### config.mk
export PLATFORM = sky130hd
export DESIGN_NAME = asf_audio_fifo_dma
export DESIGN_NICKNAME = d
export VERILOG_FILES = /design/src/design/asf_pkg.sv /design/src/design/asf_fifo.sv /design/src/design/asf_event_gen.sv /design/src/design/asf_audio_fifo_dma.sv
export SDC_FILE = /design/constraint.sdc
export NUM_CORES = 2
export LEC_CHECK = 0
export ABC_CLOCK_PERIOD_IN_PS = 4400
export BUFFER_PORTS_ARGS = -buffer_cell sky130_fd_sc_hd__buf_2
export CELL_PAD_IN_SITES_DETAIL_PLACEMENT = 1
export CELL_PAD_IN_SITES_GLOBAL_PLACEMENT = 1
export CORE_UTILIZATION = 45
export DETAILED_ROUTE_END_ITERATION = 16
export PLACE_DENSITY = 0.69
export SETUP_SLACK_MARGIN = 0.05
export SLEW_MARGIN = 5
export SYNTH_ARGS = -nofsm -noshare
export SYNTH_HDL_FRONTEND = slang
export SYNTH_SLANG_ARGS = --single-unit
### constraint.sdc
create_clock -name clk -period 4.4 [get_ports clk]
set_clock_uncertainty 0.1 [all_clocks]
set_input_delay 0.88 -clock clk [delete_from_list [all_inputs] [get_ports clk]]
set_output_delay 0.88 -clock clk [all_outputs]
set_load 0.01 [all_outputs]
### src/design/asf_pkg.sv
// package: constants and carriers of the audio fifo and dma event block
package asf_pkg;

  // ---------------------------------------------------------------
  // sizes
  // ---------------------------------------------------------------
  localparam int ASF_WORD_W = 32;
  localparam int ASF_FIFO_DEPTH = 64;
  localparam int ASF_THR_W = 8;
  localparam int ASF_LVL_W = 7;
  localparam int ASF_PEND_W = 7;

  // ---------------------------------------------------------------
  // control word field positions
  // ---------------------------------------------------------------
  localparam int ASF_THR_LSB = 8;
  localparam int ASF_THR_MSB = 15;
  localparam int ASF_ENA_BIT = 16;

  // ---------------------------------------------------------------
  // reset values and timing
  // ---------------------------------------------------------------
  localparam logic ASF_EVENT_RST = 1'h0;
  localparam logic ASF_ERR_RST = 1'h0;
  localparam int ASF_SET_CLR_WINDOW = 2;

  // control word as seen by the block
  typedef struct packed {
    logic [14:0] rsvdHi;
    logic enable;
    logic [ASF_THR_MSB-ASF_THR_LSB:0] threshold;
    logic [ASF_THR_LSB-1:0] rsvdLo;
  } asf_ctrl_type;

  // per-direction status
  typedef struct packed {
    logic eventLevel;
    logic fault;
    logic [ASF_LVL_W-1:0] level;
  } asf_stat_type;

  // zero threshold behaves as one word
  function automatic logic [ASF_THR_W-1:0] asf_eff_thr(
    input logic [ASF_THR_W-1:0] thr
  );
    asf_eff_thr = (thr == 8'h00) ? 8'h01 : thr;
  endfunction : asf_eff_thr

endpackage : asf_pkg

### src/design/asf_fifo.sv
// data buffer with valid and ready on both sides
`timescale 1ns/1ps
`default_nettype none
module asf_fifo
  import asf_pkg::*;
#(
  parameter int WIDTH = ASF_WORD_W,
  parameter int DEPTH = ASF_FIFO_DEPTH
) (
  // clock and reset
  input wire logic clk,
  input wire logic rst_n,
  input wire logic flush,
  // fill side
  input wire logic inValid,
  output logic inReady,
  input wire logic [WIDTH-1:0] inData,
  // drain side
  output logic outValid,
  input wire logic outReady,
  output logic [WIDTH-1:0] outData,
  // fill level
  output logic [$clog2(DEPTH):0] level
);
  localparam int PW = $clog2(DEPTH);

  logic [WIDTH-1:0] mem [DEPTH];
  logic [PW-1:0] wrPtr_r;
  logic [PW-1:0] rdPtr_r;
  logic [PW:0] count_r;
  wire logic push;
  wire logic pop;

  // handshakes
  assign inReady = (count_r != (PW+1)'(DEPTH)) && !flush;
  assign outValid = (count_r != '0) && !flush;
  assign push = inValid && inReady;
  assign pop = outValid && outReady;
  assign outData = mem[rdPtr_r];
  assign level = count_r;

  // storage
  always_ff @(posedge clk) begin
    if (push) mem[wrPtr_r] <= inData;
  end

  // pointers and fill count
  always_ff @(posedge clk or negedge rst_n) begin
    if (!rst_n) begin
      wrPtr_r <= '0;
      rdPtr_r <= '0;
      count_r <= '0;
    end else if (flush) begin
      wrPtr_r <= '0;
      rdPtr_r <= '0;
      count_r <= '0;
    end else begin
      if (push) wrPtr_r <= (wrPtr_r == PW'(DEPTH-1)) ? '0 : wrPtr_r + 1'b1;
      if (pop) rdPtr_r <= (rdPtr_r == PW'(DEPTH-1)) ? '0 : rdPtr_r + 1'b1;
      count_r <= count_r + (PW+1)'(push) - (PW+1)'(pop);
    end
  end

endmodule : asf_fifo
`default_nettype wire

### src/design/asf_event_gen.sv
// one direction's level transfer request toward the dma
`timescale 1ns/1ps
`default_nettype none
module asf_event_gen
  import asf_pkg::*;
(
  // clock and reset
  input wire logic clk,
  input wire logic rst_n,
  // control
  input wire logic enable,
  input wire logic [ASF_THR_W-1:0] threshold,
  // word movements
  input wire logic pinMove,
  input wire logic dmaMove,
  // request level
  output logic eventLevel
);
  logic [ASF_THR_W-1:0] pinCnt_r;
  logic [ASF_THR_W-1:0] dmaCnt_r;
  logic [ASF_PEND_W-1:0] pend_r;
  logic [ASF_PEND_W-1:0] pend_nxt;
  wire logic [ASF_THR_W-1:0] thrEff;
  wire logic setPulse;
  wire logic clrPulse;

  // threshold hits on each side
  assign thrEff = asf_eff_thr(threshold);
  assign setPulse = pinMove && (pinCnt_r == thrEff - 8'h01);
  assign clrPulse = dmaMove && (dmaCnt_r == thrEff - 8'h01);

  // pending count: a coinciding set and clear cancel, never drop the set
  always_comb begin
    pend_nxt = pend_r;
    if (setPulse && !clrPulse && pend_r != '1) pend_nxt = pend_r + 1'b1;
    // a clear with nothing pending must not eat a coinciding set
    if (setPulse && clrPulse && pend_r == '0) pend_nxt = 7'h01;
    if (clrPulse && !setPulse && pend_r != '0) pend_nxt = pend_r - 1'b1;
  end

  // word counters and request
  always_ff @(posedge clk or negedge rst_n) begin
    if (!rst_n) begin
      pinCnt_r <= '0;
      dmaCnt_r <= '0;
      pend_r <= '0;
      eventLevel <= ASF_EVENT_RST;
    end else if (!enable) begin
      pinCnt_r <= '0;
      dmaCnt_r <= '0;
      pend_r <= '0;
      eventLevel <= ASF_EVENT_RST;
    end else begin
      if (pinMove) pinCnt_r <= setPulse ? '0 : pinCnt_r + 8'h01;
      if (dmaMove) dmaCnt_r <= clrPulse ? '0 : dmaCnt_r + 8'h01;
      pend_r <= pend_nxt;
      eventLevel <= (pend_nxt != '0);
    end
  end
endmodule : asf_event_gen
`default_nettype wire

### src/design/asf_audio_fifo_dma.sv
// audio serial port data buffers and dma synchronisation events
`timescale 1ns/1ps
`default_nettype none

// How it works
// Each direction, receive and transmit, has its own request to the dma.
// A request is a level that stays high until its clear condition.
// A request clears after the dma moves a threshold of words.
// A request sets each time a threshold of words moves on the pins.
// Thresholds come from bits 15:8 of the rx and tx fifo control words.
// A set that meets a clear in the same cycle leaves the request high.
// A missed request shows as rx overflow or tx underflow for software.
// Each data buffer holds 64 words.
// Software picks thresholds as serializer multiples up to 32 words.
// The dma keeps its service latency short for these transfers.
// Requests are low in reset; each direction is evaluated on its own.
module asf_audio_fifo_dma
  import asf_pkg::*;
#(
  parameter int WIDTH = ASF_WORD_W,
  parameter int DEPTH = ASF_FIFO_DEPTH
) (
  // clock and reset
  input wire logic clk,
  input wire logic rst_n,
  // control words
  input wire asf_ctrl_type rxFifoControl,
  input wire asf_ctrl_type txFifoControl,
  input wire logic errClear,
  // receive, serializer side
  input wire logic rxPinValid,
  output logic rxPinReady,
  input wire logic [WIDTH-1:0] rxPinData,
  // receive, dma side
  output logic rxDmaValid,
  input wire logic rxDmaReady,
  output logic [WIDTH-1:0] rxDmaData,
  // transmit, dma side
  input wire logic txDmaValid,
  output logic txDmaReady,
  input wire logic [WIDTH-1:0] txDmaData,
  // transmit, serializer side
  input wire logic txPinTake,
  output logic txPinValid,
  output logic [WIDTH-1:0] txPinData,
  // dma synchronisation events
  output logic rxDmaEvent,
  output logic txDmaEvent,
  // status
  output asf_stat_type rxStat,
  output asf_stat_type txStat
);

  // ---------------------------------------------------------------
  // control decode
  // ---------------------------------------------------------------
  wire logic rxEnable;
  wire logic txEnable;
  wire logic [ASF_THR_W-1:0] rxThreshold;
  wire logic [ASF_THR_W-1:0] txThreshold;

  // thresholds and enables from the control words
  assign rxEnable = rxFifoControl.enable;
  assign txEnable = txFifoControl.enable;
  assign rxThreshold = rxFifoControl.threshold;
  assign txThreshold = txFifoControl.threshold;

  // ---------------------------------------------------------------
  // receive path
  // ---------------------------------------------------------------
  wire logic rxInReady;
  wire logic rxOutValid;
  wire logic [$clog2(DEPTH):0] rxLevel;
  wire logic rxPinMove;
  wire logic rxDmaMove;
  wire logic rxOverEvt;
  logic rxOverflow_r;
  logic rxOverflow_nxt;

  // receive buffer, serializers fill and dma drains
  asf_fifo #(
    .WIDTH(WIDTH),
    .DEPTH(DEPTH)
  ) rxFifo (
    .clk(clk),
    .rst_n(rst_n),
    .flush(!rxEnable),
    .inValid(rxPinValid),
    .inReady(rxInReady),
    .inData(rxPinData),
    .outValid(rxOutValid),
    .outReady(rxDmaReady),
    .outData(rxDmaData),
    .level(rxLevel)
  );

  // receive word movements and overflow
  assign rxPinReady = rxInReady;
  assign rxDmaValid = rxOutValid;
  assign rxPinMove = rxPinValid && rxInReady;
  assign rxDmaMove = rxOutValid && rxDmaReady;
  assign rxOverEvt = rxEnable && rxPinValid && !rxInReady;

  // receive request generator
  asf_event_gen rxEvt (
    .clk(clk),
    .rst_n(rst_n),
    .enable(rxEnable),
    .threshold(rxThreshold),
    .pinMove(rxPinMove),
    .dmaMove(rxDmaMove),
    .eventLevel(rxDmaEvent)
  );

  // ---------------------------------------------------------------
  // transmit path
  // ---------------------------------------------------------------
  wire logic txOutValid;
  wire logic [$clog2(DEPTH):0] txLevel;
  wire logic txPinMove;
  wire logic txDmaMove;
  wire logic txUnderEvt;
  logic txUnderflow_r;
  logic txUnderflow_nxt;

  // transmit buffer, dma fills and serializers drain
  asf_fifo #(
    .WIDTH(WIDTH),
    .DEPTH(DEPTH)
  ) txFifo (
    .clk(clk),
    .rst_n(rst_n),
    .flush(!txEnable),
    .inValid(txDmaValid),
    .inReady(txDmaReady),
    .inData(txDmaData),
    .outValid(txOutValid),
    .outReady(txPinTake),
    .outData(txPinData),
    .level(txLevel)
  );

  // transmit word movements and underflow
  assign txPinValid = txOutValid;
  assign txPinMove = txPinTake && txOutValid;
  assign txDmaMove = txDmaValid && txDmaReady;
  assign txUnderEvt = txEnable && txPinTake && !txOutValid;

  // transmit request generator
  asf_event_gen txEvt (
    .clk(clk),
    .rst_n(rst_n),
    .enable(txEnable),
    .threshold(txThreshold),
    .pinMove(txPinMove),
    .dmaMove(txDmaMove),
    .eventLevel(txDmaEvent)
  );

  // ---------------------------------------------------------------
  // error flags
  // ---------------------------------------------------------------
  // sticky until software clears; a new error beats the clear
  always_comb begin
    rxOverflow_nxt = rxOverflow_r;
    txUnderflow_nxt = txUnderflow_r;
    if (errClear) rxOverflow_nxt = 1'h0;
    if (errClear) txUnderflow_nxt = 1'h0;
    if (rxOverEvt) rxOverflow_nxt = 1'h1;
    if (txUnderEvt) txUnderflow_nxt = 1'h1;
  end

  // flag registers
  always_ff @(posedge clk or negedge rst_n) begin
    if (!rst_n) begin
      rxOverflow_r <= ASF_ERR_RST;
      txUnderflow_r <= ASF_ERR_RST;
    end else begin
      rxOverflow_r <= rxOverflow_nxt;
      txUnderflow_r <= txUnderflow_nxt;
    end
  end

  // ---------------------------------------------------------------
  // status
  // ---------------------------------------------------------------
  // status words gather request, fault and fill level
  assign rxStat.eventLevel = rxDmaEvent;
  assign rxStat.fault = rxOverflow_r;
  assign rxStat.level = ASF_LVL_W'(rxLevel);
  assign txStat.eventLevel = txDmaEvent;
  assign txStat.fault = txUnderflow_r;
  assign txStat.level = ASF_LVL_W'(txLevel);

  // helper: pin-side words while the rx request is low, since its last fall
  logic [ASF_THR_W:0] rxSinceRise_r;
  always_ff @(posedge clk or negedge rst_n) begin
    if (!rst_n) begin
      rxSinceRise_r <= '0;
    end else if (!rxEnable || rxDmaEvent) begin
      rxSinceRise_r <= '0;
    end else if (rxPinMove && rxSinceRise_r != '1) begin
      rxSinceRise_r <= rxSinceRise_r + 9'h001;
    end
  end
endmodule : asf_audio_fifo_dma
`default_nettype wire

== After elaboration in Yosys (flattened, before gate mapping) ==
Memories as Yosys holds them, arrays and structs flattened.
Cells that the tools add are included.

* Logic and storage cells: 143
* Bits of input ports: 135
* Output and inout port bits: 88
* Register bits after elaboration: 88
* Memories kept: 2
* Memory bits (writable): 4,096

{| class="wikitable"
|+ Memory list
! name !! words !! bits a word !! read ports !! clocked after Yosys merged registers in !! wr ports !! line !! source
|-
| rxFifo.mem || 64 || 32 || 1 || 0 || 1 || asf_fifo.sv:27 || <nowiki>logic [WIDTH-1:0] mem [DEPTH];</nowiki>
|-
| txFifo.mem || 64 || 32 || 1 || 0 || 1 || asf_fifo.sv:27 ||
|}

* Reduce and logical (&&, ||, !) cells: 46
* Eq/ne operators: 16
* Multiplexer cells: 45
* Add/sub/neg operators: 18

{| class="wikitable"
|+ Operator list
! kind !! count
|-
| 8-bit two-way mux || 14
|-
| 6-bit two-way mux || 12
|-
| 7-bit two-way mux || 10
|-
| 7-bit nonzero test || 6
|-
| 8-bit by 1-bit adder with 8-bit output, second input constant || 4
|-
| 8-bit equality test || 4
|-
| 1-bit logical AND || 28
|-
| 7-bit inequality test, second input constant || 4
|-
| 6-bit by 1-bit adder with 6-bit output, second input constant || 4
|-
| 6-bit equality test, second input constant || 4
|-
| 8-bit logical NOT || 2
|-
| 8-bit by 1-bit subtractor with 8-bit output, second input constant || 2
|-
| 7-bit by 1-bit adder with 7-bit output || 2
|-
| 7-bit by 1-bit adder with 7-bit output, second input constant || 2
|-
| 7-bit logical NOT || 2
|-
| 7-bit by 1-bit subtractor with 7-bit output || 2
|-
| 7-bit by 1-bit subtractor with 7-bit output, second input constant || 2
|-
| 1-bit two-way mux || 9
|-
| 2-bit by 1-bit inequality test with 1-bit output, second input constant || 4
|-
| 1-bit logical NOT || 6
|-
| 2-bit nonzero test || 2
|}

== Longest topological paths before layout ==
* Word-level depth: 13
* Gate-level depth with buffers: 17
* Depth with buffers taken out: 16

== Hierarchy ==
Synthesis repeated with hierarchy kept, for this count alone.

* Cell total of the unflattened synthesis: 7,586
* Area total of the unflattened synthesis: 162,253.1 sq um

{| class="wikitable"
|+ Modules (own cells, without submodules)
! module !! sequential area each (sq um) !! cells an instance !! times used !! area an instance (sq um)
|-
| asf_fifo || 61,974.4 || 3,524 || 2 || 78,885.7
|-
| asf_event_gen at txEvt || 600.6 || 285 || 1 || 2,399.8
|-
| asf_event_gen at rxEvt || 600.6 || 235 || 1 || 1,941.9
|-
| asf_audio_fifo_dma || 50.0 || 18 || 1 || 140.1
|}

== Worst setup path after synthesis ==
Ideal clock, no wire load.

* Kind: input port to flip-flop
* Start: input rxFifoControl[13] in the netlist's numbering
* End: register rxEvt.eventLevel
* Cell stages on the path: 14
* Library setup time: 0.141 ns
* Data required time: 4.159 ns
* Slack: 0.223 ns
* Path buffers: 1
* Data arrival time: 3.937 ns
* Path through: buf_6 > nor4_1 > a31oi_1 > ha_1 > xor2_1 > o221ai_1 > a21oi_1 > o2111ai_1 > or4_4 > or4_1 > a21oi_2 > nor3_1 > a211oi_2 > a41oi_2

* Word-level cells in the longest chain between the ends: 13

{| class="wikitable"
|+ Ends and longest elaborated chain
! element !! line !! source
|-
| start, declared || asf_audio_fifo_dma.sv:27 || <nowiki>input wire asf_ctrl_type rxFifoControl,</nowiki>
|-
| 8-bit logical NOT || asf_pkg.sv:46 || <nowiki>asf_eff_thr = (thr == 8'h00) ? 8'h01 : thr;</nowiki>
|-
| 8-bit two-way mux (*) || asf_pkg.sv:46 ||
|-
| 8-bit by 1-bit subtractor with 8-bit output (*) || asf_event_gen.sv:29, asf_event_gen.sv:30 ||
|-
| 8-bit equality test || asf_event_gen.sv:30 || <nowiki>assign clrPulse = dmaMove && (dmaCnt_r == thrEff - 8'h01);</nowiki>
|-
| 1-bit logical AND || asf_event_gen.sv:30 ||
|-
| 1-bit logical NOT || asf_event_gen.sv:35 || <nowiki>if (setPulse && !clrPulse && pend_r != '1) pend_nxt = pend_r + 1'b1;</nowiki>
|-
| 1-bit logical AND (2 in series) || asf_event_gen.sv:35 ||
|-
| 7-bit two-way mux || asf_event_gen.sv:35 ||
|-
| 7-bit two-way mux || asf_event_gen.sv:37 || <nowiki>if (setPulse && clrPulse && pend_r == '0) pend_nxt = 7'h01;</nowiki>
|-
| 7-bit two-way mux (*) || asf_event_gen.sv:38 || <nowiki>if (clrPulse && !setPulse && pend_r != '0) pend_nxt = pend_r - 1'b1;</nowiki>
|-
| 7-bit nonzero test (*) || asf_event_gen.sv:57 || <nowiki>eventLevel <= (pend_nxt != '0);</nowiki>
|-
| 1-bit two-way mux (*) || asf_event_gen.sv:48 || <nowiki>end else if (!enable) begin</nowiki>
|-
| end signal, assigned || asf_event_gen.sv:57 ||
|-
| end, declared || asf_event_gen.sv:17 || <nowiki>output logic eventLevel</nowiki>
|}

Mark *: on every way between the ends. The rest lies on a longest branch, timed or not.
A chain may end at the register's enable or synchronous reset.

== Final worst setup path ==
* Start: register rxFifo.rdPtr_r[0]
* End: output rxDmaData[10]

* Word-level cells in the longest chain between the ends: 1

{| class="wikitable"
|+ Ends and longest elaborated chain
! element !! line !! source
|-
| start, declared || asf_fifo.sv:29 || <nowiki>logic [PW-1:0] rdPtr_r;</nowiki>
|-
| start signal, assigned || asf_fifo.sv:59 || <nowiki>if (pop) rdPtr_r <= (rdPtr_r == PW'(DEPTH-1)) ? '0 : rdPtr_r + 1'b1;</nowiki>
|-
| memory 64 x 32 bit || -- ||
|-
| end, declared || asf_audio_fifo_dma.sv:37 || <nowiki>output logic [WIDTH-1:0] rxDmaData,</nowiki>
|}

No other way between the ends.

==> reports/summary.txt <==
================================================================================
H-Tree Level Count                                                             5
Post-Syn Area per Cell                                                  23.8 µm²
Flop pwr share                                                             47.6%
Startpoint types                                                            flop
Total number of clock tree sinks                                           4,184
Clock-pin slew on the worst setup and hold paths                         0.06 ns
Wire length per cell after detailed routing                              32.8 µm
Clock root cell                                                        clkbuf_16
Internal power of the cells                                            71,000 µW
Combined flip-flop and latch cell area                               125,000 µm²
Filler Cell Count                                                         30,300
CTS tree                                                                     yes
Post-layout min period                                                   4.96 ns
Tcrit/Tclk final                                                            113%
Most area-consuming cells after synthesis                           edfxtp_1 76%, mux4_2 18%, dfrtp_1 1.4%, clkbuf_1 0.59%, nor2_1 0.46%
Maximum number of pins on one net before global-route repair                  75
Number of warnings issued by yosys                                             0
Number of flip-flops and latches in the synthesized netlist                4,184
Floorplan die height                                                      601 µm
Crit. End Element                                                   primary output
CP dominant cell by count                                                 mux4_2
Area of the die                                                      362,000 µm²
Later-pin clock latency in the skew report                               0.96 ns
Areal power density over the cells                                    487 nW/µm²
Violations in the final reports                                     setup timing
Die width                                                                 601 µm
Clock buffers created by TritonCTS                                           419
Number of flops mapped to enable cells by yosys                            4,096
Crit path setup slack, layout                                          -0.560 ns
Starting DRC count in detailed routing                                     7,801
Critical path type                                                       reg2out
Sw power                                                               21,700 µW
Commonest non-fill, non-tap cells in the layout                     4,096 x edfxtp_1, 1,325 x mux4_2, 441 x clkbuf_16
Static Leakage                                                         0.0583 µW
Worst min-delay path class                                                in2reg
Finish-stage setup viols                                                      64
Area Overhead vs Synth                                                     17.7%
Cell Chain, Critical Path                                           buf_12, buf_16, buf_6, buf_16, mux4_2, mux4_2, mux4_2, buf_6
Share of synthesized area occupied by flip-flops and latches               77.4%
Detailed-route via count                                                  77,100
Count of mapped cells out of synthesis                                     6,782
Cell type contributing the most total cell area after synthesis         edfxtp_1
Count of antenna-violating nets left after detailed routing                    0
PnR Total Power                                                        92,700 µW
Critical path required time                                              3.42 ns
Number of core rows                                                          219
Top achievable clock speed                                             0.202 GHz
Aggregate global routing overflow                                              0
Starting density of the core                                               45.3%
Wire length reported by the detailed router                               416 mm
RSZ-0062 raised after global routing                                         yes
Post-Route Utilization                                                     53.4%
Worst slew slack as a fraction of its limit                                15.5%
Data arrival time of the critical path                                   3.98 ns
Worst-margin pin slew                                                    1.27 ns
FFs w/ async S/R, synth                                                    2.10%
Port bufs                                                                    176
Switching share of power                                                   23.4%
Final net count                                                            7,742
Crit Path Max Fanout                                                           8
Part of the total power dissipated in combinational logic                  14.5%
Max VDD drop                                                            0.462 mV
Number of antenna violations at the first check in global routing             55
Area of the multi-input gates                                         36,300 µm²
Via-per-instance ratio                                                      6.08
Clock network fraction of total power                                      37.9%
Slowest cell on the critical path                                         mux4_2
Post-detailed-route DRC marker count                                           0
Netlist cell types                                                            75
Fraction of layout instances using a drive strength above 1                36.2%
Net count after synthesis                                                  6,951
Final Max Tran Viols                                                           0
Top-area cell type share of the netlist area                               76.1%
Peak per-stage delay on the critical path                                0.59 ns
Via count of the first global-routing pass                                81,400
Placer Congestion                                                          0.772
Most common cell after layout, fill and taps aside                      edfxtp_1
Run status                                                          finished with violations
Flip-flop cell with the highest count after synthesis                   edfxtp_1
Gr usage total                                                             22.6%
Clock Tree Buf Depth                                                           4
Max_cap viols                                                                  0
Number of hold-slack violations in the final timing report                     0
First-pass GRT wire length                                                590 mm
Ports                                                                        223
HPWL reported at the end of detailed placement                            237 mm
Core region area                                                     357,000 µm²
First-pass DRT Iterations                                                      5
Post-Syn Area                                                        162,000 µm²
================================================================================
power by group through the flow:
stage	Sequential, µW	Combinational (µW)	Clock (µW)
6_report	44200	13400	35100
5_1_grt	44200	14200	37000
4_1_cts	44200	13000	35700
3_5_place_dp	45100	11300	0
3_3_place_gp	45000	11100	0
2_1_floorplan	44900	7180	0
synthesized netlist by cell type (13+ instances only):
cell / number
ha_1: 32
nor2_1: 199
and3_1: 29
buf_1: 97
nand2_1: 119
nand3_1: 53
dfrtp_1: 88
a21oi_1: 39
edfxtp_1: 4096
nor3_1: 13
xnor2_1: 25
a211oi_1: 23
mux4_2: 1325
nor2b_1: 23
a31oi_1: 31
clkbuf_1: 254
or3_1: 13
o21ai_0: 78
inv_1: 41
xor2_1: 24
through the flow:
| step | hold slack, ns | cell area [µm²] | setup TNS [ns] | std cells | setup WS (ns) |
|---|---|---|---|---|---|
| 4_1_cts | 0.0147 | 189000 | -32.15 | 12600 | -0.583 |
| 3_5_place_dp | 0.431 | 173000 | -0.0634 | 11800 | -0.0634 |
| 2_1_floorplan | 0.385 | 162000 | 0 | 6782 | 0.223 |
| 5_1_grt | 0.0698 | 190000 | -31.07 | 12700 | -0.584 |
| 3_3_place_gp | 0.416 | 173000 | -0.0852 | 11800 | -0.0852 |
| 6_report | 0.0931 | 190000 | -26.02 | 12700 | -0.560 |
flip-flops by register name, summed over array words and instances (netlist names), 8 cells and up:
register        count
rxEvt.dmaCnt_r      8
rxEvt.pinCnt_r      8
rxFifo.mem       2048
txEvt.dmaCnt_r      8
txEvt.pinCnt_r      8
txFifo.mem       2048
kinds of logic after synthesis:
kind of cell	count (synthesis)	share of synthesized area, %
AOI/OAI and AO/OA	247	0.996
DFF	4184	77.4
adders and majority gates	35	0.279
buffers and inverters	409	0.972
xor gates and xnor gates	49	0.265
and+or+nand+nor	528	1.56
muxes	1330	18.5
layout make-up:
| type | count | area share (%) |
|---|---|---|
| multi-input combinational | 2189 | 19.1 |
| clock inverter | 268 | 1.37 |
| inverter | 42 | 0.0841 |
| clock buffer | 501 | 5.70 |
| tap | 4751 | 3.12 |
| antenna | 5 | 0.00657 |
| timing repair buffer | 737 | 4.84 |
| sequential | 4184 | 65.8 |
critical path: cells and delay by family, from the launching register on:
family,cells,cell delay (ns)
buffers and inverters,5,0.82
multiplexers,3,1.69
flip-flops,1,0.47
routing by layer:
metal | global-route usage, % | wire [µm] | vias to the layer above
li1 | - | - | 30900
met1 | 29.7 | 162000 | 42400
met2 | 40.0 | 217000 | 3190
met3 | 3.19 | 27600 | 635
met4 | 5.40 | 10100 | 8
met5 | 0 | 44 | -
worst paths after layout:
kind	endpoint	from	depth (start not counted)	slack, ns
setup / recovery	rxDmaData[10]	rxFifo.rdPtr_r[0]$_DFFE_PN0P_	8	-0.56
hold / removal	txUnderflow_r$_DFFE_PN0P_	txPinTake	3	0.09
setup reg to reg	rxFifo.level[6]$_DFF_PN0_	rxFifo.level[5]$_DFF_PN0_	16	0.44
hold reg to reg	txUnderflow_r$_DFFE_PN0P_	txUnderflow_r$_DFFE_PN0P_	2	0.44
max in group asynchronous	txFifo.rdPtr_r[4]$_DFFE_PN0P_	rst_n	3	3.05
min in group asynchronous	rxOverflow_r$_DFFE_PN0P_	rst_n	2	0.34
timing repair:
action,in CTS,in global routing
hold buffers,1,0
endpoints found under the hold margin,14,0
cloned,32,21
resized for setup,238,107
pin swaps,11,7
setup buffers,58,41
setup endpoints to repair,64,65
(Power assumes the default switching activity.)
